## config.mk

```make
export PLATFORM = sky130hd
export DESIGN_NAME = audio_jack_accessory_detect
export DESIGN_NICKNAME = d
export VERILOG_FILES = /design/src/core/jack_pkg.sv /design/src/core/audio_jack_accessory_detect.sv
export VERILOG_INCLUDE_DIRS = /design/src /design/src/core
export SDC_FILE = /design/constraint.sdc
export NUM_CORES = 1
export LEC_CHECK = 0
export BUFFER_PORTS_ARGS = -buffer_cell sky130_fd_sc_hd__buf_4
export CAP_MARGIN = 0
export CORE_MARGIN = 4
export CORE_UTILIZATION = 56
export CTS_CLUSTER_DIAMETER = 40
export DETAILED_ROUTE_END_ITERATION = 8
export PLACE_DENSITY = 0.79
export SKIP_LAST_GASP = 1
export SYNTH_ARGS = -nofsm -noshare
export SYNTH_HDL_FRONTEND = slang
export SYNTH_SLANG_ARGS = --single-unit
```

## constraint.sdc

```tcl
create_clock -name mclk_i -period 3.1 [get_ports mclk_i]
set_input_delay 0.465 -clock mclk_i [delete_from_list [all_inputs] [get_ports mclk_i]]
set_output_delay 0.465 -clock mclk_i [all_outputs]
set_load 0.05 [all_outputs]
```

## src/core/jack_consts.svh

```systemverilog
// timing, width and reset constants for the accessory detector
`ifndef JACK_CONSTS_SVH
`define JACK_CONSTS_SVH

`define JACK_CLK_PERIOD_NS  40
`define JACK_DEB_BASE_NS    100000
`define JACK_DEB_BASE_CYC   ((`JACK_DEB_BASE_NS + `JACK_CLK_PERIOD_NS - 1) / `JACK_CLK_PERIOD_NS)
`define JACK_CNT_W          16
`define JACK_DEB_SEL_W      2
`define JACK_KEY_COUNT      4
`define JACK_CNT_ZERO       16'h0000
`define JACK_CNT_ONE        16'h0001
`define JACK_KEYS_ZERO      4'h0

`endif

```

## src/core/jack_pkg.sv

```systemverilog
// types shared by the accessory detector
`include "jack_consts.svh"

package jack_pkg;

    typedef enum logic [2:0] {
        ST_SLEEP    = 3'h0,
        ST_DEB_IN   = 3'h1,
        ST_CLASSIFY = 3'h3,
        ST_ACTIVE   = 3'h2,
        ST_DEB_OUT  = 3'h6
    } det_state_t;

    typedef enum logic [1:0] {
        PLUG_NONE         = 2'h0,
        PLUG_THREE_POLE   = 2'h1,
        PLUG_MIC_SLEEVE   = 2'h2,
        PLUG_MIC_RING_TWO = 2'h3
    } plug_t;

    // one bit per analog switch, high closes it
    typedef struct packed {
        logic ring_two_sense_to_mic;
        logic ring_two_sense_to_gsense;
        logic sleeve_sense_to_mic;
        logic sleeve_sense_to_gsense;
        logic ring_two_return_gnd;
        logic sleeve_return_gnd;
        logic mic_bias_supply_on;
    } switch_t;

    typedef struct packed {
        det_state_t                    st;
        plug_t                         plug;
        logic [`JACK_CNT_W-1:0]        cnt;
        logic                          det_prev;
        switch_t                       sw;
        logic                          mic_flag;
        logic                          irq;
        logic                          sleep;
        logic [`JACK_KEY_COUNT-1:0]    keys;
        logic [`JACK_KEY_COUNT-1:0]    key_press;
        logic [`JACK_KEY_COUNT-1:0]    key_release;
    } core_state_t;

endpackage

```

## src/core/audio_jack_accessory_detect.sv

```systemverilog
// accessory detection, plug classification, switch routing, keys and host notify
`timescale 1ns/1ns
`include "jack_consts.svh"

module audio_jack_accessory_detect #(
    parameter int DEB_BASE_CYC = `JACK_DEB_BASE_CYC
) (
    input  wire logic                           mclk_i,
    input  wire logic                           sys_rst_i,
    input  wire logic                           accessory_detect_edge_i,
    input  wire logic                           ring_two_mic_i,
    input  wire logic                           sleeve_mic_i,
    input  wire logic [`JACK_KEY_COUNT-1:0]     key_level_i,
    input  wire logic [`JACK_DEB_SEL_W-1:0]     debounce_sel_i,
    input  wire logic                           manual_mode_i,
    input  wire jack_pkg::switch_t              manual_sw_i,
    input  wire logic                           int_ack_i,
    output jack_pkg::switch_t                   switch_o,
    output jack_pkg::plug_t                     plug_type_o,
    output logic [`JACK_KEY_COUNT-1:0]          key_state_o,
    output logic [`JACK_KEY_COUNT-1:0]          key_press_o,
    output logic [`JACK_KEY_COUNT-1:0]          key_release_o,
    output logic                                sleep_o,
    output logic                                irq_oe_o,
    output logic                                mic_headset_flag_oe_o
);

    // ------------------------------------------------------------
    // helpers
    // ------------------------------------------------------------
    function automatic jack_pkg::switch_t route_for(input jack_pkg::plug_t p);
        jack_pkg::switch_t s;
        s = '0;
        case (p)
            jack_pkg::PLUG_MIC_RING_TWO: begin
                s.ring_two_sense_to_mic  = 1'b1;
                s.sleeve_sense_to_gsense = 1'b1;
                s.sleeve_return_gnd      = 1'b1;
                s.mic_bias_supply_on     = 1'b1;
            end
            jack_pkg::PLUG_MIC_SLEEVE: begin
                s.sleeve_sense_to_mic      = 1'b1;
                s.ring_two_sense_to_gsense = 1'b1;
                s.ring_two_return_gnd      = 1'b1;
                s.mic_bias_supply_on       = 1'b1;
            end
            jack_pkg::PLUG_THREE_POLE: begin
                s.ring_two_sense_to_gsense = 1'b1;
                s.sleeve_sense_to_gsense   = 1'b1;
                s.ring_two_return_gnd      = 1'b1;
                s.sleeve_return_gnd        = 1'b1;
            end
            default: begin
                s = '0;
            end
        endcase
        return s;
    endfunction

    function automatic logic has_mic(input jack_pkg::plug_t p);
        return (p == jack_pkg::PLUG_MIC_RING_TWO) || (p == jack_pkg::PLUG_MIC_SLEEVE);
    endfunction

    // ------------------------------------------------------------
    // state
    // ------------------------------------------------------------
    jack_pkg::core_state_t       cur;
    jack_pkg::core_state_t       next_cur;
    logic [`JACK_CNT_W-1:0]      deb_last;
    logic                        deb_done;
    logic                        fall_seen;
    jack_pkg::switch_t           auto_sw;
    logic                        detect_evt;
    logic [`JACK_KEY_COUNT-1:0]  press_now;
    logic [`JACK_KEY_COUNT-1:0]  release_now;

    // debounce length is base times selection plus one
    assign deb_last  = `JACK_CNT_W'(DEB_BASE_CYC * (int'(debounce_sel_i) + 1) - 1);
    // >= so a host shortening the interval mid-count cannot make the counter wrap
    assign deb_done  = (cur.cnt >= deb_last);
    assign fall_seen = cur.det_prev && !accessory_detect_edge_i;

    always_comb begin
        next_cur          = cur;
        next_cur.det_prev = accessory_detect_edge_i;
        next_cur.cnt      = `JACK_CNT_ZERO;
        auto_sw           = '0;
        detect_evt        = 1'b0;
        press_now         = `JACK_KEYS_ZERO;
        release_now       = `JACK_KEYS_ZERO;

        case (cur.st)
            jack_pkg::ST_SLEEP: begin
                // start detection on the falling edge
                if (fall_seen) begin
                    next_cur.st = jack_pkg::ST_DEB_IN;
                end
            end
            jack_pkg::ST_DEB_IN: begin
                // pin must stay low for the whole interval
                if (accessory_detect_edge_i) begin
                    next_cur.st = jack_pkg::ST_SLEEP;
                end else if (deb_done) begin
                    next_cur.st = jack_pkg::ST_CLASSIFY;
                end else begin
                    next_cur.cnt = cur.cnt + `JACK_CNT_ONE;
                end
            end
            jack_pkg::ST_CLASSIFY: begin
                // ring-two mic wins if both comparators fire
                if (ring_two_mic_i) begin
                    next_cur.plug = jack_pkg::PLUG_MIC_RING_TWO;
                end else if (sleeve_mic_i) begin
                    next_cur.plug = jack_pkg::PLUG_MIC_SLEEVE;
                end else begin
                    next_cur.plug = jack_pkg::PLUG_THREE_POLE;
                end
                next_cur.st = jack_pkg::ST_ACTIVE;
                detect_evt  = 1'b1;
            end
            jack_pkg::ST_ACTIVE: begin
                if (accessory_detect_edge_i) begin
                    next_cur.st = jack_pkg::ST_DEB_OUT;
                end else if (has_mic(cur.plug)) begin
                    // edges of each key level give press and release
                    for (int k = 0; k < `JACK_KEY_COUNT; k++) begin
                        press_now[k]   = key_level_i[k] && !cur.keys[k];
                        release_now[k] = !key_level_i[k] && cur.keys[k];
                    end
                    next_cur.keys = key_level_i;
                end
            end
            jack_pkg::ST_DEB_OUT: begin
                // removal debounce; a bounce back low resumes
                if (!accessory_detect_edge_i) begin
                    next_cur.st = jack_pkg::ST_ACTIVE;
                end else if (deb_done) begin
                    next_cur.st   = jack_pkg::ST_SLEEP;
                    next_cur.plug = jack_pkg::PLUG_NONE;
                    next_cur.keys = `JACK_KEYS_ZERO;
                    detect_evt    = 1'b1;
                end else begin
                    next_cur.cnt = cur.cnt + `JACK_CNT_ONE;
                end
            end
            default: begin
                next_cur.st = jack_pkg::ST_SLEEP;
            end
        endcase

        // automatic routing follows the classified plug only while settled
        // bias stays isolated outside the settled state unless manual_mode_i applies manual_sw_i
        if (next_cur.st == jack_pkg::ST_ACTIVE) begin
            auto_sw = route_for(next_cur.plug);
        end
        next_cur.sw = manual_mode_i ? manual_sw_i : auto_sw;

        // cleared together with the plug on removal
        next_cur.mic_flag = has_mic(next_cur.plug);

        // sleep flag registered with the state
        next_cur.sleep = (next_cur.st == jack_pkg::ST_SLEEP);

        // sticky event bits; a new event beats the host clear
        next_cur.key_press   = (int_ack_i ? `JACK_KEYS_ZERO : cur.key_press) | press_now;
        next_cur.key_release = (int_ack_i ? `JACK_KEYS_ZERO : cur.key_release) | release_now;

        // any detection or key event raises the interrupt
        // held until the host acknowledges, set wins
        next_cur.irq = (cur.irq && !int_ack_i) || detect_evt || (|press_now) || (|release_now);
    end

    always_ff @(posedge mclk_i or posedge sys_rst_i) begin
        if (sys_rst_i) begin
            cur          <= '0;
            cur.st       <= jack_pkg::ST_SLEEP;
            cur.plug     <= jack_pkg::PLUG_NONE;
            cur.det_prev <= 1'b1;
            cur.sleep    <= 1'b1;
        end else begin
            cur <= next_cur;
        end
    end

    // ------------------------------------------------------------
    // outputs
    // ------------------------------------------------------------
    // open-drain pins: enable high pulls the line low
    assign switch_o              = cur.sw;
    assign plug_type_o           = cur.plug;
    assign key_state_o           = cur.keys;
    assign key_press_o           = cur.key_press;
    assign key_release_o         = cur.key_release;
    // sleep is the idle state with nothing inserted
    assign sleep_o               = cur.sleep;
    assign irq_oe_o              = cur.irq;
    assign mic_headset_flag_oe_o = cur.mic_flag;

    for (genvar g = 0; g < `JACK_KEY_COUNT; g++) begin : g_key_chk

    end
endmodule

```

==> metrics.txt, run 1 <==
die area=5949 µm²; CTS tree=done; Tot GR Track Use=20.63%; Yosys top cell area share=39.27%; RSZ-0062 raised after global routing=true; Worst-Margin Slew=0.9467 ns; leakage=1.600 nW; largest family of logic cells by synthesized area=simple AND/OR/NAND/NOR gates; via count=2101; critical path's slowest cell=a221o_1; synth cell count leaders=dfrtp_1, ha_1, nor2_1; drt total wl=5890 µm; pwr dens=596.2 nW/µm²; die height=77.13 µm; Final Power=2.025 mW; PnR worst setup slack=-0.1361 ns; Critical Path RT=3.32 ns; Finished Core Util=75.89%; CP cell instances=buf_12 > inv_16 > ha_4 > inv_2 > ha_4 > a21o_1 > o21ai_1 > o21ai_1 > a221o_1 > ha_4 > nand3_2 > a21oi_2 > a2111oi_4 > a21o_1 > buf_6 > a31oi_4 > inv_2 > ha_4 > nand2b_4 > o21ai_1; Via density=5.500; gpl congestion=0.8077; Seq/Total Area, Yosys=41.23%; DRT iter0 DRCs=100; R2R Setup Slk=0.67 ns; Synth Area in XOR/XNOR=5.891%; Hold Path Class=in -> async; worst r2r dst=switch_o[2]; H-tree depth=2; row count=24; largest stage delay on the critical path=0.36 ns; Yosys warnings=0; DR WL/cell=15.42 µm; EDFF count, synth=0; fin crit share=104.4%; failing checks=setup timing; Mapped Area=2676 µm²; stages on the worst setup path=20; grt ovf=0; number of buffers created by CTS=5; most common cell in the synthesized netlist=dfrtp_1; TritonRoute pass-1 iters=4; Final Critical Period=3.236 ns; Max Root-Sink Buffers=2; Clock Skew=0.005589 ns; final setup fails=9; multiplexer share of the synthesized area=0%; clk root buf=clkbuf_8; Most used DFF post-synth=dfrtp_1; CP Class=in -> reg; die span in x=77.13 µm; synth unique cells=47; core area=4474 µm²; antenna cells=0; Post-synth ARST share=100.0%; Worst R2R Path Depth=11; number of global-route vias before repair=2154; worst-path maximum fanout=4; nature of the critical path startpoint=input pin; Fin. Hold Viols=0; IO buf count=43; Syn Area/Cell=9.662 µm²; Initial Util=59.82%; largest net degree at the start of global routing=28; Synth Area in Adders=11.69%; #FFs+latches synth=44; # nets final=374; first-pass GRT wire length=9998 µm; Worst setup EP type=flop; reg2reg start=cur[38]; Post-DRT Antenna Nets=0; largest cells by area after synthesis=dfrtp_1, ha_1, buf_4; Post-DP HPWL=4337 µm; Clock transition at path regs=0.08 ns; Crit path top cell by count=ha_4; Max-Slew Margin vs Limit=36.50%; DR DRC count=0; num ports=44; initial antenna violation count=0; Buf/Inv on CP=5; Max Slew Vio Count=0; layout cells sized above 1=34.24%; maxcap violations=0; compound-cell area share of the yosys netlist=12.86%; status=finished, violations left; fmax=0.3090 GHz; worst vdd ir=0.4695 mV; Crit path max-delay family=compound AO/OA/AOI/OAI gates; CP arrival=3.46 ns; synth-to-layout area growth=26.88%; hold slack=0.2640 ns; hold bufs inserted after CTS=0; leading area contributor after synthesis=dfrtp_1; Synth Area in Simple Gates=18.33%; Clock Latency Late Sink=0.29 ns; clk sinks=44; cells after synthesis=277
state kept, by name (all words and copies together) (netlist names):
name                   cells
key_state_o                4
mic_headset_flag_oe_o      1
switch_o                   7
key_release_o              4
key_press_o                4
cur                       20
sleep_o                    1
plug_type_o                2
irq_oe_o                   1
worst max path at each step:
stage          slack [ns]              start     endpoint
2_1_floorplan       -0.18  debounce_sel_i[0]  switch_o[0]
3_3_place_gp        -0.35  debounce_sel_i[0]  switch_o[0]
3_5_place_dp        -0.57  debounce_sel_i[0]  switch_o[0]
4_1_cts              -0.1  debounce_sel_i[0]  switch_o[0]
5_1_grt             -0.24  debounce_sel_i[0]  switch_o[0]
6_report            -0.14  debounce_sel_i[0]  switch_o[2]
report_power, final:
group          switching (mW)  internal (mW)  leakage (nW)
clock network           0.194          0.239        0.0552
registers              0.0537          0.654         0.571
logic                   0.551          0.333         0.974
total                   0.799           1.23          1.60
per-stage QoR:
stage | area, µm² | TNS [ns] | cells | setup slack [ns]
after CTS | 3363 | -0.3279 | 380 | -0.09974
after detailed placement | 3113 | -8.323 | 365 | -0.5694
after floorplan | 2755 | -0.7317 | 278 | -0.1782
final | 3396 | -0.7758 | 382 | -0.1361
after global placement | 3113 | -3.458 | 365 | -0.3495
after global routing | 3396 | -1.947 | 382 | -0.2409
per-layer routing:
| metal | GRT usage [%] | wire (µm) | up-vias |
|---|---|---|---|
| met3 | 4.098 | 238 | 6 |
| met5 | 0 | 0 | - |
| met1 | 26.29 | 2593 | 1027 |
| met2 | 36.01 | 3006 | 47 |
| li1 | - | - | 1021 |
| met4 | 4.626 | 52 | 0 |
cell type report:
| type | count | area [µm²] |
|---|---|---|
| multi-input combinational | 185 | 1455 |
| sequential | 44 | 1104 |
| fill | 318 | 1079 |
| timing repair buffer | 70 | 561.8 |
| inverter | 23 | 102.6 |
| clock buffer | 6 | 72.57 |
| tap | 52 | 65.06 |
| clock inverter | 2 | 35.03 |
repair_timing:
item	CTS	global route
cloned	0	0
buffers inserted	7	2
endpoints found under the setup margin	8	24
pin swaps	7	10
gates resized for setup	17	5
placed cells by master (no fill, tap or decap), drive strengths merged, types with 3 or more instances in the layout:
cell type and n:
dfrtp 42, nand2 24, nand3 15, nand2b 7
xnor2 5, inv 22, nand4 5, o21ai 15
and3 7, nor2 25, clkbuf 6, a21oi 9
ha 25, xor2 13, o22ai 8, o31ai 3
buf 70
kinds of logic after synthesis:
logic type,count (synthesis)
simple gates,95
fa+ha+maj,25
flops,44
xor+xnor,18
other cells,1
buf+inv,49
compound gates,45
Note: power is estimated with default switching activity, not from simulation.
==> run 2: changes to the inputs <==
--- a/config.mk
+++ b/config.mk
@@ -13,6 +13,7 @@
 export CTS_CLUSTER_DIAMETER = 40
 export DETAILED_ROUTE_END_ITERATION = 8
 export PLACE_DENSITY = 0.79
+export SETUP_SLACK_MARGIN = 0.05
 export SKIP_LAST_GASP = 1
 export SYNTH_ARGS = -nofsm -noshare
 export SYNTH_HDL_FRONTEND = slang
==> metrics.txt, run 2 (synthesized netlist as in run 1, its figures left out) <==
grt ovf=0; Clock Skew=0.006556 ns; M3 GR Usage=4.098%; hold bufs inserted after CTS=0; H-tree depth=2; layout cells sized above 1=34.04%; via count=2075; largest net degree at the start of global routing=28; number of global-route vias before repair=2159; Most Used Layer, Global Route=met2; Worst setup EP type=flop; worst r2r dst=switch_o[2]; GR Util met2=36.10%; leakage=1.600 nW; DRT iter0 DRCs=102; fmax=0.3096 GHz; DR DRC count=0; reg2reg start=cur[38]; PnR worst setup slack=-0.1303 ns; Max Root-Sink Buffers=2; worst vdd ir=0.4702 mV; R2R Setup Slk=0.66 ns; row count=24; M1 GR Usage=26.21%; clk root buf=clkbuf_8; number of buffers created by CTS=5; Clock Latency Late Sink=0.30 ns; most frequent cells in the layout=buf_4, dfrtp_1, nor2_1; first-pass GRT wire length=9998 µm; Worst-Margin Slew=0.9555 ns; Largest register FFs=20; Initial Util=59.82%; status=finished, violations left; CTS tree=done; Non-Filler Cell Area, Final=3396 µm²; Post-DP HPWL=4337 µm; CP Class=in -> reg; antenna cells=0; Fin. Hold Viols=0; nature of the critical path startpoint=input pin; Critical Path RT=3.32 ns; Final Critical Period=3.230 ns; FF+latch area=1104 µm²; die area=5949 µm²; num ports=44; commonest non-fill, non-tap cell in the layout=buf_4; Via density=5.446; drt total wl=5900 µm; Worst R2R Path Depth=11; Most flops, register=cur; die height=77.13 µm; Max-Slew Margin vs Limit=35.91%; worst-path maximum fanout=4; # nets final=373; failing checks=setup timing; Worst Setup EP=switch_o[2]; RSZ-0062 raised after global routing=true; CP arrival=3.45 ns; Tot GR Track Use=20.63%; synth-to-layout area growth=26.88%; Post-DRT Antenna Nets=0; fin crit share=104.2%; placed cell areas=3113 µm²; die span in x=77.13 µm; Hold Path Class=in -> async; DR WL/cell=15.49 µm; core area=4474 µm²; gpl congestion=0.8077; multi-input logic area=1463 µm²; IO buf count=43; pwr dens=596.0 nW/µm²; final setup fails=9; Critical Path Source=debounce_sel_i[0]; DP Worst Slack=-0.5694 ns; clk sinks=44; Max Slew Vio Count=0; TritonRoute pass-1 iters=4; maxcap violations=0; Clock transition at path regs=0.08 ns; Filler cells=315; initial antenna violation count=0
[run 2: cell count changes in the layout (fill, tap and decap cells not counted), sizes merged]
cell and change:
buf -1
[run 2: what timing repair did]
item	4_1_cts	5_1_grt
pin swaps	8	9
buffers inserted	7	2
gates cloned	0	0
setup endpoints to repair	9	29
gates resized for setup	18	5
[run 2: worst min path at each step]
stage | startpoint | end | slack [ns] | depth (start not counted)
floorplan | cur[23] | cur[23] | 0.47 | 1
global placement | cur[23] | cur[23] | 0.50 | 1
detailed placement | cur[42] | cur[41] | 0.51 | 1
CTS | sys_rst_i | key_release_o[1] | 0.28 | 2
global route | accessory_detect_edge_i | cur[22] | 0.30 | 1
finish | sys_rst_i | cur[35] | 0.27 | 2
[run 2: routing by layer]
layer  vias up  part of all wire (%)
met1      1006                    45
li1       1021                     -
met4         0                  0.85
met5         -                     0
met3         6                   3.8
met2        42                    51
[run 2: worst max-delay path, cell delays in order]
cell and delay (ns):
buf_12 0.10, inv_16 0.04, ha_4 0.14, inv_2 0.06, ha_4 0.19, a21o_1 0.18, o21ai_1 0.13, o21ai_1 0.08
a221o_1 0.36, ha_4 0.29, nand3_2 0.06, a21oi_2 0.18, a2111oi_4 0.05, a21o_1 0.25, buf_6 0.14, a31oi_4 0.20
inv_2 0.09, ha_4 0.28, nand2b_4 0.06, o21ai_1 0.11
[run 2: per-stage QoR]
stage | TNS, ns | util [%] | total power [mW] | hold WS, ns | instances
after floorplan | -0.7317 | - | 1.312 | 0.4674 | 278
after global placement | -3.458 | 69.57 | 1.456 | 0.5000 | 365
after detailed placement | -8.323 | 69.57 | 1.478 | 0.5081 | 365
after CTS | -0.3279 | 75.17 | 2.014 | 0.2815 | 379
after global routing | -1.947 | 75.89 | 2.120 | 0.3042 | 381
final | -0.7081 | 75.89 | 2.024 | 0.2668 | 381
[run 2: final cells by class]
cell class,count,area share (%)
timing repair buffer,69,16.32
tap,52,1.916
clock inverter,2,1.032
multi-input combinational,185,43.07
clock buffer,6,2.137
sequential,44,32.50
inverter,23,3.021
[run 2: power breakdown]
part	internal, mW	switching (mW)
Combinational	0.333	0.550
Sequential	0.654	0.0536
Clock	0.239	0.194
